File: src/vpsc_pkg.sv
/*
  Constants and types for the ventricular pace suppression controller.
  Assumes a 100 MHz pclk and 32-bit APB register access.
*/
package vpsc_pkg;

  localparam int CLK_PERIOD_NS = 10;
  localparam int NS_PER_MS     = 1000000;
  localparam int CYC_PER_MS    = NS_PER_MS / CLK_PERIOD_NS;

  // Timing figures in their own units, then in milliseconds.
  localparam int AV_EXT_MS         = 450;
  localparam int SEARCH_BASE_S     = 30;
  localparam int SEARCH_LIMIT_MIN  = 128;
  localparam int SEARCH_SLOW_H     = 20;
  localparam int ADI_NO_VS_S       = 2;
  localparam int HOUR_MIN          = 60;
  localparam int SEARCH_BASE_MS    = SEARCH_BASE_S * 1000;
  localparam int SEARCH_SLOW_MS    = SEARCH_SLOW_H * 3600 * 1000;
  localparam int ADI_NO_VS_MS      = ADI_NO_VS_S * 1000;
  localparam int HOUR_MS           = HOUR_MIN * 60 * 1000;
  localparam int SEARCH_CYCLES     = 8;
  localparam int ADI_MISS_RUN      = 2;
  localparam int MAX_SWITCH_PER_H  = 15;
  // Index 0 is 30 s; doubling up to 128 min lands on index 8, index 9 is 20 h.
  localparam logic [3:0] IDX_LIMIT = 4'h8;
  localparam logic [3:0] IDX_SLOW  = 4'h9;

  // Register byte offsets.
  localparam logic [11:0] OFS_CTRL   = 12'h000;
  localparam logic [11:0] OFS_AVD    = 12'h004;
  localparam logic [11:0] OFS_STATUS = 12'h008;

  // CTRL fields.
  localparam int CTRL_MODE_LSB  = 0;
  localparam int CTRL_CONS_LSB  = 4;
  localparam int CTRL_XOF8_LSB  = 8;
  // STATUS fields.
  localparam int STAT_STATE_LSB = 0;
  localparam int STAT_LNCH_BIT  = 3;
  localparam int STAT_IDX_LSB   = 4;
  localparam int STAT_LOCK_BIT  = 8;
  localparam int STAT_SWC_LSB   = 9;

  // Programmed pacing mode encodings.
  localparam logic [1:0] MODE_TRACK     = 2'h0;
  localparam logic [1:0] MODE_SUPP      = 2'h1;
  localparam logic [1:0] MODE_SUPP_RATE = 2'h2;

  // Reset values.
  localparam logic [1:0] RST_MODE  = MODE_TRACK;
  localparam logic [2:0] RST_CONS  = 3'h3;
  localparam logic [2:0] RST_XOF8  = 3'h3;
  localparam logic [9:0] RST_AVD   = 10'h096;

  typedef enum logic [2:0] {
    ST_OFF    = 3'h0,
    ST_TRACK  = 3'h1,
    ST_SEARCH = 3'h3,
    ST_ADI    = 3'h2,
    ST_DDI    = 3'h6,
    ST_SUSP   = 3'h7
  } vpsc_state_t;

endpackage

File: src/vpsc_ctrl.sv
/*
  Ventricular pace suppression controller: moves between tracking and
  atrial-pace dual-sense pacing, with continuity searches on a doubling schedule.
  Assumes event inputs are one-cycle pulses synchronous to pclk, and that the
  sense channel has already removed refractory and blanked events.
*/
// Design decisions made here: the register addresses and the APB slave port.
`timescale 1ns/10ps
module vpsc_ctrl #(
  parameter int CYC_PER_MS = vpsc_pkg::CYC_PER_MS
) (
  input  wire logic        pclk,
  input  wire logic        presetn,
  input  wire logic        clk_en,
  input  wire logic        psel,
  input  wire logic        penable,
  input  wire logic        pwrite,
  input  wire logic [11:0] paddr,
  input  wire logic [31:0] pwdata,
  output logic      [31:0] prdata,
  output logic             pready,
  output logic             pslverr,
  input  wire logic        atrial_event,
  input  wire logic        ventricular_sense_event,
  input  wire logic        premature_ventricular_beat,
  input  wire logic        mode_switch_active,
  input  wire logic        priority_func_active,
  input  wire logic        midnight_pulse,
  output logic             ventricular_pace_event,
  output logic       [2:0] pacing_state,
  output logic       [9:0] av_delay_ms,
  output logic             search_active
);

  ////////////////////////////////////////////////////////////////////////////
  vpsc_pkg::vpsc_state_t state_ff, nxt_state;
  logic [31:0] prdata_ff;
  logic        pready_ff, pslverr_ff, pace_ff, srch_out_ff;
  logic [9:0]  avd_out_ff;
  logic [1:0]  mode_ff;
  logic [2:0]  cons_ff, xof8_ff;
  logic [9:0]  avd_ff;
  logic [16:0] tick_cnt_ff;
  logic        av_run_ff;
  logic [9:0]  av_ms_ff;
  logic        launch_ff;
  logic [26:0] intv_ms_ff;
  logic [3:0]  idx_ff;
  logic [3:0]  s_cyc_ff, s_run_ff;
  logic [10:0] nov_ms_ff;
  logic [1:0]  miss_run_ff;
  logic [7:0]  miss_win_ff;
  logic [3:0]  swc_ff;
  logic [21:0] hr_ms_ff;
  logic        lock_ff;

  function automatic logic [26:0] intv_of(input logic [3:0] idx);
    if (idx >= vpsc_pkg::IDX_SLOW) begin
      return 27'(vpsc_pkg::SEARCH_SLOW_MS);
    end
    return 27'(vpsc_pkg::SEARCH_BASE_MS) << idx;
  endfunction

  function automatic logic [3:0] ones8(input logic [7:0] v);
    logic [3:0] n;
    n = 4'h0;
    for (int i = 0; i < 8; i++) begin
      n = n + {3'h0, v[i]};
    end
    return n;
  endfunction

  ////////////////////////////////////////////////////////////////////////////
  // APB slave: zero wait states, pready is raised for the access phase.
  logic wr_en, sup_en;
  assign wr_en  = psel && penable && pwrite && pready_ff && clk_en;
  assign sup_en = (mode_ff == vpsc_pkg::MODE_SUPP) || (mode_ff == vpsc_pkg::MODE_SUPP_RATE);

  always_ff @(posedge pclk or negedge presetn) begin
    if (!presetn) begin
      pready_ff  <= 1'b0;
      pslverr_ff <= 1'b0;
      prdata_ff  <= 32'h0;
    end else if (clk_en) begin
      pready_ff  <= psel && !penable;
      pslverr_ff <= psel && !penable && !(paddr == vpsc_pkg::OFS_CTRL || paddr == vpsc_pkg::OFS_AVD ||
                                          paddr == vpsc_pkg::OFS_STATUS);
      prdata_ff  <= 32'h0;
      if (psel && !penable && !pwrite) begin
        unique case (paddr)
          vpsc_pkg::OFS_CTRL: begin
            prdata_ff <= 32'({xof8_ff, 1'b0, cons_ff, 2'h0, mode_ff});
          end
          vpsc_pkg::OFS_AVD: begin
            prdata_ff <= 32'(avd_ff);
          end
          vpsc_pkg::OFS_STATUS: begin
            prdata_ff <= 32'({swc_ff, lock_ff, idx_ff, launch_ff, state_ff});
          end
          default: begin
            prdata_ff <= 32'h0;
          end
        endcase
      end
    end
  end

  always_ff @(posedge pclk or negedge presetn) begin
    if (!presetn) begin
      mode_ff <= vpsc_pkg::RST_MODE;
      cons_ff <= vpsc_pkg::RST_CONS;
      xof8_ff <= vpsc_pkg::RST_XOF8;
      avd_ff  <= vpsc_pkg::RST_AVD;
    end else if (wr_en && paddr == vpsc_pkg::OFS_CTRL) begin
      mode_ff <= pwdata[vpsc_pkg::CTRL_MODE_LSB +: 2];
      cons_ff <= pwdata[vpsc_pkg::CTRL_CONS_LSB +: 3];
      xof8_ff <= pwdata[vpsc_pkg::CTRL_XOF8_LSB +: 3];
    end else if (wr_en && paddr == vpsc_pkg::OFS_AVD) begin
      avd_ff  <= pwdata[9:0];
    end
  end

  ////////////////////////////////////////////////////////////////////////////
  // Millisecond tick and AV delay timer.
  logic ms_tick, vs_any, in_search, in_adi;
  logic [9:0] av_limit;
  logic vs_win, av_out, cyc_end;
  assign ms_tick   = clk_en && (tick_cnt_ff == 17'(CYC_PER_MS - 1));
  assign vs_any    = ventricular_sense_event || premature_ventricular_beat;
  assign in_search = (state_ff == vpsc_pkg::ST_SEARCH);
  assign in_adi    = (state_ff == vpsc_pkg::ST_ADI);
  assign av_limit  = (in_search || in_adi) ? 10'(vpsc_pkg::AV_EXT_MS) : avd_ff;
  assign vs_win    = clk_en && av_run_ff && vs_any;
  assign av_out    = ms_tick && av_run_ff && !vs_any && (av_ms_ff + 10'h001 >= av_limit);
  assign cyc_end   = vs_win || av_out;

  always_ff @(posedge pclk or negedge presetn) begin
    if (!presetn) begin
      tick_cnt_ff <= 17'h0;
    end else if (clk_en) begin
      tick_cnt_ff <= ms_tick ? 17'h0 : tick_cnt_ff + 17'h1;
    end
  end

  always_ff @(posedge pclk or negedge presetn) begin
    if (!presetn) begin
      av_run_ff <= 1'b0;
      av_ms_ff  <= 10'h0;
    end else if (clk_en) begin
      if (atrial_event) begin
        av_run_ff <= 1'b1;
        av_ms_ff  <= 10'h0;
      end else if (cyc_end) begin
        av_run_ff <= 1'b0;
      end else if (ms_tick && av_run_ff) begin
        av_ms_ff  <= av_ms_ff + 10'h1;
      end
    end
  end

  ////////////////////////////////////////////////////////////////////////////
  // Search bookkeeping.
  logic s_hit, s_win, s_fail, intv_due, adi_exit;
  assign s_hit    = in_search && vs_win && ({1'b0, cons_ff} <= s_run_ff + 4'h1);
  assign s_win    = s_hit;
  assign s_fail   = in_search && cyc_end && !s_hit && (s_cyc_ff + 4'h1 >= 4'(vpsc_pkg::SEARCH_CYCLES));
  assign intv_due = (state_ff == vpsc_pkg::ST_TRACK) && ms_tick && (intv_ms_ff + 27'h1 >= intv_of(idx_ff));
  assign adi_exit = in_adi && clk_en && ((nov_ms_ff >= 11'(vpsc_pkg::ADI_NO_VS_MS)) ||
                    (av_out && miss_run_ff == 2'(vpsc_pkg::ADI_MISS_RUN - 1)) ||
                    (av_out && ones8({miss_win_ff[6:0], 1'b1}) >= {1'b0, xof8_ff}));

  always_ff @(posedge pclk or negedge presetn) begin
    if (!presetn) begin
      s_cyc_ff <= 4'h0;
      s_run_ff <= 4'h0;
    end else if (clk_en) begin
      if (!in_search) begin
        s_cyc_ff <= 4'h0;
        s_run_ff <= 4'h0;
      end else if (cyc_end) begin
        s_cyc_ff <= s_cyc_ff + 4'h1;
        s_run_ff <= vs_win ? s_run_ff + 4'h1 : 4'h0;
      end
    end
  end

  // Interval index moves forward on failure, parks at the 20 h slot and returns to 0 on a successful search.
  always_ff @(posedge pclk or negedge presetn) begin
    if (!presetn) begin
      idx_ff <= 4'h0;
    end else if (clk_en) begin
      if (s_win) begin
        idx_ff <= 4'h0;
      end else if (s_fail && idx_ff < vpsc_pkg::IDX_SLOW) begin
        idx_ff <= idx_ff + 4'h1;
      end
    end
  end

  always_ff @(posedge pclk or negedge presetn) begin
    if (!presetn) begin
      intv_ms_ff <= 27'h0;
    end else if (clk_en) begin
      if (state_ff != vpsc_pkg::ST_TRACK || intv_due || vs_win) begin
        intv_ms_ff <= 27'h0;
      end else if (ms_tick) begin
        intv_ms_ff <= intv_ms_ff + 27'h1;
      end
    end
  end

  // A new request is applied after the consumption so that it wins.
  always_ff @(posedge pclk or negedge presetn) begin
    if (!presetn) begin
      launch_ff <= 1'b0;
    end else if (clk_en) begin
      if (nxt_state == vpsc_pkg::ST_SEARCH || !sup_en) begin
        launch_ff <= 1'b0;
      end
      if (sup_en && state_ff == vpsc_pkg::ST_OFF) begin
        launch_ff <= 1'b1;
      end
      if (state_ff == vpsc_pkg::ST_TRACK && (vs_win || intv_due)) begin
        launch_ff <= 1'b1;
      end
    end
  end

  ////////////////////////////////////////////////////////////////////////////
  // Dual-sense supervision and the switch-per-hour lock.
  always_ff @(posedge pclk or negedge presetn) begin
    if (!presetn) begin
      nov_ms_ff   <= 11'h0;
      miss_run_ff <= 2'h0;
      miss_win_ff <= 8'h0;
    end else if (clk_en) begin
      if (!in_adi || vs_any) begin
        nov_ms_ff <= 11'h0;
      end else if (ms_tick) begin
        nov_ms_ff <= nov_ms_ff + 11'h1;
      end
      if (!in_adi) begin
        miss_run_ff <= 2'h0;
        miss_win_ff <= 8'h0;
      end else if (cyc_end) begin
        miss_run_ff <= vs_win ? 2'h0 : miss_run_ff + 2'h1;
        miss_win_ff <= {miss_win_ff[6:0], av_out};
      end
    end
  end

  always_ff @(posedge pclk or negedge presetn) begin
    if (!presetn) begin
      hr_ms_ff <= 22'h0;
      swc_ff   <= 4'h0;
      lock_ff  <= 1'b0;
    end else if (clk_en) begin
      if (ms_tick) begin
        hr_ms_ff <= (hr_ms_ff + 22'h1 >= 22'(vpsc_pkg::HOUR_MS)) ? 22'h0 : hr_ms_ff + 22'h1;
      end
      if (ms_tick && hr_ms_ff + 22'h1 >= 22'(vpsc_pkg::HOUR_MS)) begin
        swc_ff <= 4'h0;
      end else if (adi_exit) begin
        swc_ff <= swc_ff + 4'h1;
      end
      if (midnight_pulse) begin
        lock_ff <= 1'b0;
      end
      if (adi_exit && swc_ff + 4'h1 >= 4'(vpsc_pkg::MAX_SWITCH_PER_H)) begin
        lock_ff <= 1'b1;
      end
    end
  end

  ////////////////////////////////////////////////////////////////////////////
  // Mode sequencer. Nothing here clears the programmed mode, so suppression
  // is only ever paused, never given up.
  always_comb begin
    nxt_state = state_ff;
    if (!sup_en) begin
      nxt_state = vpsc_pkg::ST_OFF;
    end else if (mode_switch_active) begin
      nxt_state = vpsc_pkg::ST_DDI;
    end else if (priority_func_active) begin
      nxt_state = vpsc_pkg::ST_SUSP;
    end else begin
      unique case (state_ff)
        vpsc_pkg::ST_OFF, vpsc_pkg::ST_DDI, vpsc_pkg::ST_SUSP: begin
          nxt_state = vpsc_pkg::ST_TRACK;
        end
        vpsc_pkg::ST_TRACK: begin
          if (launch_ff && atrial_event && !lock_ff) begin
            nxt_state = vpsc_pkg::ST_SEARCH;
          end
        end
        vpsc_pkg::ST_SEARCH: begin
          if (s_win) begin
            nxt_state = vpsc_pkg::ST_ADI;
          end else if (s_fail) begin
            nxt_state = vpsc_pkg::ST_TRACK;
          end
        end
        vpsc_pkg::ST_ADI: begin
          if (adi_exit) begin
            nxt_state = vpsc_pkg::ST_TRACK;
          end
        end
      endcase
    end
  end

  always_ff @(posedge pclk or negedge presetn) begin
    if (!presetn) begin
      state_ff <= vpsc_pkg::ST_OFF;
    end else if (clk_en) begin
      state_ff <= nxt_state;
    end
  end

  always_ff @(posedge pclk or negedge presetn) begin
    if (!presetn) begin
      pace_ff     <= 1'b0;
      avd_out_ff  <= vpsc_pkg::RST_AVD;
      srch_out_ff <= 1'b0;
    end else if (clk_en) begin
      pace_ff     <= av_out && !in_adi;
      avd_out_ff  <= av_limit;
      srch_out_ff <= in_search;
    end
  end

  assign prdata                 = prdata_ff;
  assign pready                 = pready_ff;
  assign pslverr                = pslverr_ff;
  assign ventricular_pace_event = pace_ff;
  assign pacing_state           = state_ff;
  assign av_delay_ms            = avd_out_ff;
  assign search_active          = srch_out_ff;
endmodule // vpsc_ctrl

File: config.mk
export PLATFORM = sky130hd
export DESIGN_NAME = vpsc_ctrl
export DESIGN_NICKNAME = d
export VERILOG_FILES = /design/src/vpsc_pkg.sv /design/src/vpsc_ctrl.sv
export SDC_FILE = /design/constraint.sdc
export NUM_CORES = 1
export LEC_CHECK = 0
export BUFFER_PORTS_ARGS = -buffer_cell sky130_fd_sc_hd__buf_2
export CORE_ASPECT_RATIO = 0.6
export CORE_MARGIN = 2
export CORE_UTILIZATION = 65
export CTS_CLUSTER_DIAMETER = 60
export DETAILED_ROUTE_END_ITERATION = 6
export GPL_ROUTABILITY_DRIVEN = 1
export PLACE_DENSITY = 0.95
export REMOVE_ABC_BUFFERS = 1
export SLEW_MARGIN = 20
export SYNTH_ARGS = -nofsm -noshare
export SYNTH_HDL_FRONTEND = slang
export SYNTH_SLANG_ARGS = --single-unit
File: constraint.sdc
create_clock -name pclk -period 9.35 [get_ports pclk]
set_input_delay 0.4675 -clock pclk [delete_from_list [all_inputs] [get_ports pclk]]
set_output_delay 0.4675 -clock pclk [all_outputs]
set_load 0.01 [all_outputs]
# Yosys cells after proc, flatten, opt, wreduce, memory -nomap -nowiden
# Cells that the tools add are included.
# totals
inputBits,56
register_bits,182
# classes
order_cmp,10
bitwise_logic,1
n_shift,1
add_sub_neg,17
mux,44
eq_ne,16
reduce_logical,78
# op_table
cell,count
$mux 27,4
$mux 10,4
$pmux 13 s3,1
$mux 4,9
$logic_and 1x1->1,34
$mux 32,1
$add 27x1->27 const B,1
$ge 27x27->1,1
$shl 15x4->27 const A,1
$add 22x1->22 const B,1
$ge 22x22->1 const B,1
$mux 11,2
$mux 22,1
$reduce_and 2->1,11
$mux 3,7
$add 17x1->17 const B,1
$eq 17x17->1 const B,1
$mux 17,1
$add 4x1->4,4
$add 4x1->4 const B,4
$mux 7,2
$reduce_bool 2->1,7
$logic_or 1x1->1,13
$eq 12x3->1 const B,1
other kinds (31),54

# Depth between registers and ports, before layout
# logic_depth
depth_word,21
ltp_mapped,17
mapped_depth_nobuf,16

# Least setup slack after synthesis
# Ideal clock, no wire load.
# synth_timing
kind,flip-flop to flip-flop
startpoint,reg miss_win_ff[0]
endpoint,reg state_ff[0] (netlist: pacing_state[0])
path_stages_with_launch,17
required_time_ps,9226
arrival_ps,3754
setup_time_ps,124
slack_ps,5472
synth_period_minus_slack_ps,3878
path_cell_list,dfrtp_1 > inv_1 > ha_1 > fa_1 > fa_1 > inv_1 > ha_1 > fa_1 > xor2_1 > ha_1 > o21ai_0 > a21oi_1 > a2111oi_0 > a211oi_1 > o211ai_2 > nor3b_1 > o31ai_1
# synth_between
elab_chain_len,16
# synth_lines
element,line,text
from (decl),vpsc_ctrl.sv:52,logic [7:0] miss_win_ff;
from (signal assigned),vpsc_ctrl.sv:247,"miss_win_ff <= {miss_win_ff[6:0], av_out};"
$add 1x1->2,vpsc_ctrl.sv:68,"n = n + {3'h0, v[i]};"
$add 2x1->3,vpsc_ctrl.sv:68,
$add 3x1->4,vpsc_ctrl.sv:68,
$add 4x1->4 (4 in series),vpsc_ctrl.sv:68,
$ge 4x3->1,vpsc_ctrl.sv:170,"(av_out && ones8({miss_win_ff[6:0], 1'b1}) >= {1'b0, xof8_ff}));"
$logic_and 1x1->1,vpsc_ctrl.sv:170,
$logic_or 1x1->1,vpsc_ctrl.sv:169,(av_out && miss_run_ff == 2'(vpsc_pkg::ADI_MISS_RUN - 1)) ||
$logic_and 1x1->1,vpsc_ctrl.sv:168,assign adi_exit = in_adi && clk_en && ((nov_ms_ff >= 11'(vpsc_pkg::ADI_NO_VS_MS)) ||
$mux 3,vpsc_ctrl.sv:304,if (adi_exit) begin
$pmux 3 s4,vpsc_ctrl.sv:287,unique case (state_ff)
$mux 3,vpsc_ctrl.sv:284,end else if (priority_func_active) begin
$mux 3,vpsc_ctrl.sv:282,end else if (mode_switch_active) begin
$mux 3,vpsc_ctrl.sv:280,if (!sup_en) begin
to (signal assigned),vpsc_ctrl.sv:314,state_ff <= vpsc_pkg::ST_OFF;
to (signal assigned),vpsc_ctrl.sv:316,state_ff <= nxt_state;
to (decl),vpsc_ctrl.sv:36,"vpsc_pkg::vpsc_state_t state_ff, nxt_state;"
# No other way between the ends.
# A chain may end at the register's enable or synchronous reset.

# Final worst setup path
# layout_timing
startpoint,reg intv_ms_ff[0]
endpoint,reg intv_ms_ff[10]
# layout_between
elab_chain_len,7
# layout_lines
element,line,text
from (decl),vpsc_ctrl.sv:47,logic [26:0] intv_ms_ff;
from (signal assigned),vpsc_ctrl.sv:207,intv_ms_ff <= intv_ms_ff + 27'h1;
$add 27x1->27 (*),"vpsc_ctrl.sv:167, vpsc_ctrl.sv:207",
$ge 27x27->1,vpsc_ctrl.sv:167,assign intv_due = (state_ff == vpsc_pkg::ST_TRACK) && ms_tick && (intv_ms_ff + 27'h1 >= intv_of(idx_ff));
$logic_and 1x1->1,vpsc_ctrl.sv:167,
$logic_or 1x1->1 (2 in series),vpsc_ctrl.sv:204,if (state_ff != vpsc_pkg::ST_TRACK || intv_due || vs_win) begin
$reduce_bool 2->1 (no source line),n/a,
$reduce_and 2->1 (no source line),n/a,
# Every way passes the cells marked *; elsewhere a longest branch is shown, timed or not. The select of a mux whose other input is x is not followed.

==> results.ini <==
[outcome]
status=finished with violations
violations=design-rule violations

[timing]
fin_skew_ns=0.01334
report.final.setup_viol=0
max_freq_ghz=0.1948
fin_ws_ns=4.217
fin_crit_ns=5.133
period_share=0.5490
finalMaxSlewViolations=0
worst_pin_slew_ns=1.096
rsz0062_at_grt=no
hold_violations=0
maxSlewHeadroom=0.2638
tns_ns=0

[clocking]
cts-root-buf=clkbuf_16
clkSinkCount=163
cts_resized=0
cts_tree=yes
h-tree-depth=4
clock_latency_ns=0.44
clk_pin_slew_ns=0.08
clk_path_buf_depth=2
post-cts-setup-buffers=0
numCtsBuffers=17
cts_hold_buffers=0

[placement]
place.gp.congestion=0.9534
hpwl_um=18260
post-place-ws_ns=4.459
numPortBuffers=64
dp.cells=1320

[routing]
wl_per_cell_um=19.73
wl_met2_um=11790
postRouteAntennaNets=0
wl_met1_um=10980
drc=29
viasPerCell=6.602
drt_first_pass_iters=7
top_layer_used=met4
drt_iter0_drc=1150
finalWirelength_um=26700
route.met3.wl_um=3112
num_vias=8933

[worst_setup_path]
r2r_setup_slack_ns=4.22
crit_start=intv_ms_ff[0]$_DFFE_PN0P_
r2r_end=intv_ms_ff[10]$_DFFE_PN0P_
cp_max_fo=11
timing.rr.start=intv_ms_ff[0]$_DFFE_PN0P_
crit_arrival_ns=5.48
cp.required_ns=9.70
ff2ff_path_depth=15
path_class=flip-flop to flip-flop
startpoint_type=flip-flop
worstSetupEndpointType=flip-flop

[yosys]
yosysWarnings=0
ys_seq_area_frac=0.4087
yosys_register_bits=163
synthesis.area_sq_um=10020
syn_avg_cell_area_sq_um=9.214
synthCells=1087
synth.distinct_cells=73
synth-edff-count=0
async_flop_share=1.000
synth_ff_type=dfrtp_1

[floorplanning]
die_h_um=100.2
fp-row-count=35
fp.dieArea_sq_um=16450
die_x_um=164.3
start_util=0.6591
core_area_sq_um=15200
io_pins=105

[hold_path]
hold_path.class=input pin to async pin

[finish]
num-fill-cells=997
drive_gt1_frac=0.1340
final_cells=1353
area_growth_pct=9.619
nets=1257
final_common_cell=dfrtp_1
final_cell_mix=dfrtp_1, nand2_1, nor2_1, buf_2, ha_1

[power]
power_leakage_nw=5.113
peakVddDrop_mv=0.1409
powerDensity_nw_per_um2=139.7

[global_routing]
grt_start_max_net_pins=101
grt_pass1_vias=8548
grt_overflow_total=0
grt_pass1_wl_um=43300
track_usage=0.3355
grt_antenna_before_repair=1

[job]
maxCapViolCount=0

[flip-flops by register name, indices dropped and copies added, names as in the netlist, 2 cells and up]
signal and cells:
idx_ff 4, cons_ff 3, av_delay_ms 10, avd_ff 10
s_cyc_ff 4, mode_ff 2, s_run_ff 4, hr_ms_ff 22
tick_cnt_ff 17, prdata 13, miss_run_ff 2, swc_ff 4
xof8_ff 3, intv_ms_ff 27, miss_win_ff 7, nov_ms_ff 11
av_ms_ff 10, pacing_state 3
[per-layer routing]
layer | vias up | GRT usage
li1 | 3927 | -
met1 | 4304 | 0.4707
met2 | 598 | 0.4976
met3 | 104 | 0.09256
met4 | 0 | 0.1323
met5 | - | 0
[per-stage QoR]
step,power [mW],utilization,area [sq um],hold slack (ns)
5_1_grt,1.577,0.7224,10980,0.2095
6_report,1.534,0.7225,10980,0.08605
3_3_place_gp,0.8354,0.6841,10400,0.4760
4_1_cts,1.530,0.7224,10980,0.1720
2_1_floorplan,0.7941,-,9764,0.1719
3_5_place_dp,0.8398,0.6841,10400,0.4827
[power breakdown]
group          switching, mW  internal [mW]
Combinational         0.0597         0.0303
Sequential            0.0188          0.722
Clock                  0.344          0.359
[cells by family (layout without fill, tap and decap cells)]
| group | after synthesis | count (layout) | synth area share |
|---|---|---|---|
| flip-flops | 163 | 163 | 0.4087 |
| other | 2 | 21 | 0.0007498 |
| AND/OR/NAND/NOR | 414 | 414 | 0.2051 |
| XOR/XNOR | 77 | 77 | 0.06733 |
| adder cells (fa/ha/maj) | 65 | 65 | 0.08345 |
| AO/OA/AOI/OAI | 224 | 224 | 0.1493 |
| multiplexers | 31 | 31 | 0.03360 |
| buffers and inverters | 111 | 155 | 0.05172 |
[critical path, stage by stage, from the launching register on]
cell and delay [ns]:
dfrtp_1 0.45, ha_1 0.21, nand3_1 0.15, nor2_1 0.46, nand4_1 0.18, nor2_1 0.37, nand3_1 0.17, xnor2_1 0.26
ha_1 0.31, a2111oi_0 0.55, nand2_1 0.10, a31oi_1 0.21, o211ai_1 0.32, a21oi_1 0.93, nand2_1 0.15, o21ai_0 0.24
[worst max-delay path by stage]
stage,depth (start not counted),slack [ns],to
after floorplan,16,5.47,pacing_state[0]$_DFFE_PN0P_
after global placement,15,4.79,intv_ms_ff[10]$_DFFE_PN0P_
after detailed placement,15,4.46,intv_ms_ff[10]$_DFFE_PN0P_
after CTS,15,4.45,intv_ms_ff[10]$_DFFE_PN0P_
after global routing,15,3.88,intv_ms_ff[10]$_DFFE_PN0P_
final,15,4.22,intv_ms_ff[10]$_DFFE_PN0P_
[synthesized netlist by cell type, types with 8 or more instances]
cell / count / area, sq um
a21o_1: 13 / 97.59
a21oi_1: 44 / 220.2
a22o_1: 24 / 210.2
and2_1: 9 / 56.30
and3_1: 18 / 112.6
and4_1: 8 / 70.07
buf_4: 20 / 150.1
clkbuf_1: 30 / 112.6
dfrtp_1: 151 / 3779
dfstp_2: 12 / 315.3
ha_1: 62 / 775.7
inv_1: 53 / 198.9
mux2_2: 21 / 236.5
mux2i_1: 10 / 100.1
nand2_1: 122 / 457.9
nand3_1: 53 / 265.3
nand4_1: 22 / 137.6
nor2_1: 95 / 356.6
nor2b_1: 10 / 62.56
nor3_1: 21 / 105.1
nor3b_1: 8 / 60.06
nor4_1: 9 / 56.30
o21ai_0: 54 / 270.3
o22ai_1: 18 / 112.6
o31ai_1: 11 / 82.58
or3_1: 11 / 68.82
xnor2_1: 39 / 341.6
xor2_1: 38 / 332.8
[area by class of cell]
type                            count  area, sq um  share of cell area
Clock inverter                     15        156.4             0.01424
Multi-Input combinational cell    831         5477              0.4988
Timing Repair Buffer               70        371.6             0.03385
Inverter                           53        198.9             0.01812
Sequential cell                   163         4094              0.3729
Antenna cell                        1        2.502           0.0002279
Clock buffer                       17        425.4             0.03875
Tap cell                          203        254.0             0.02313
No activity file was read; power rests on OpenSTA's default activity.
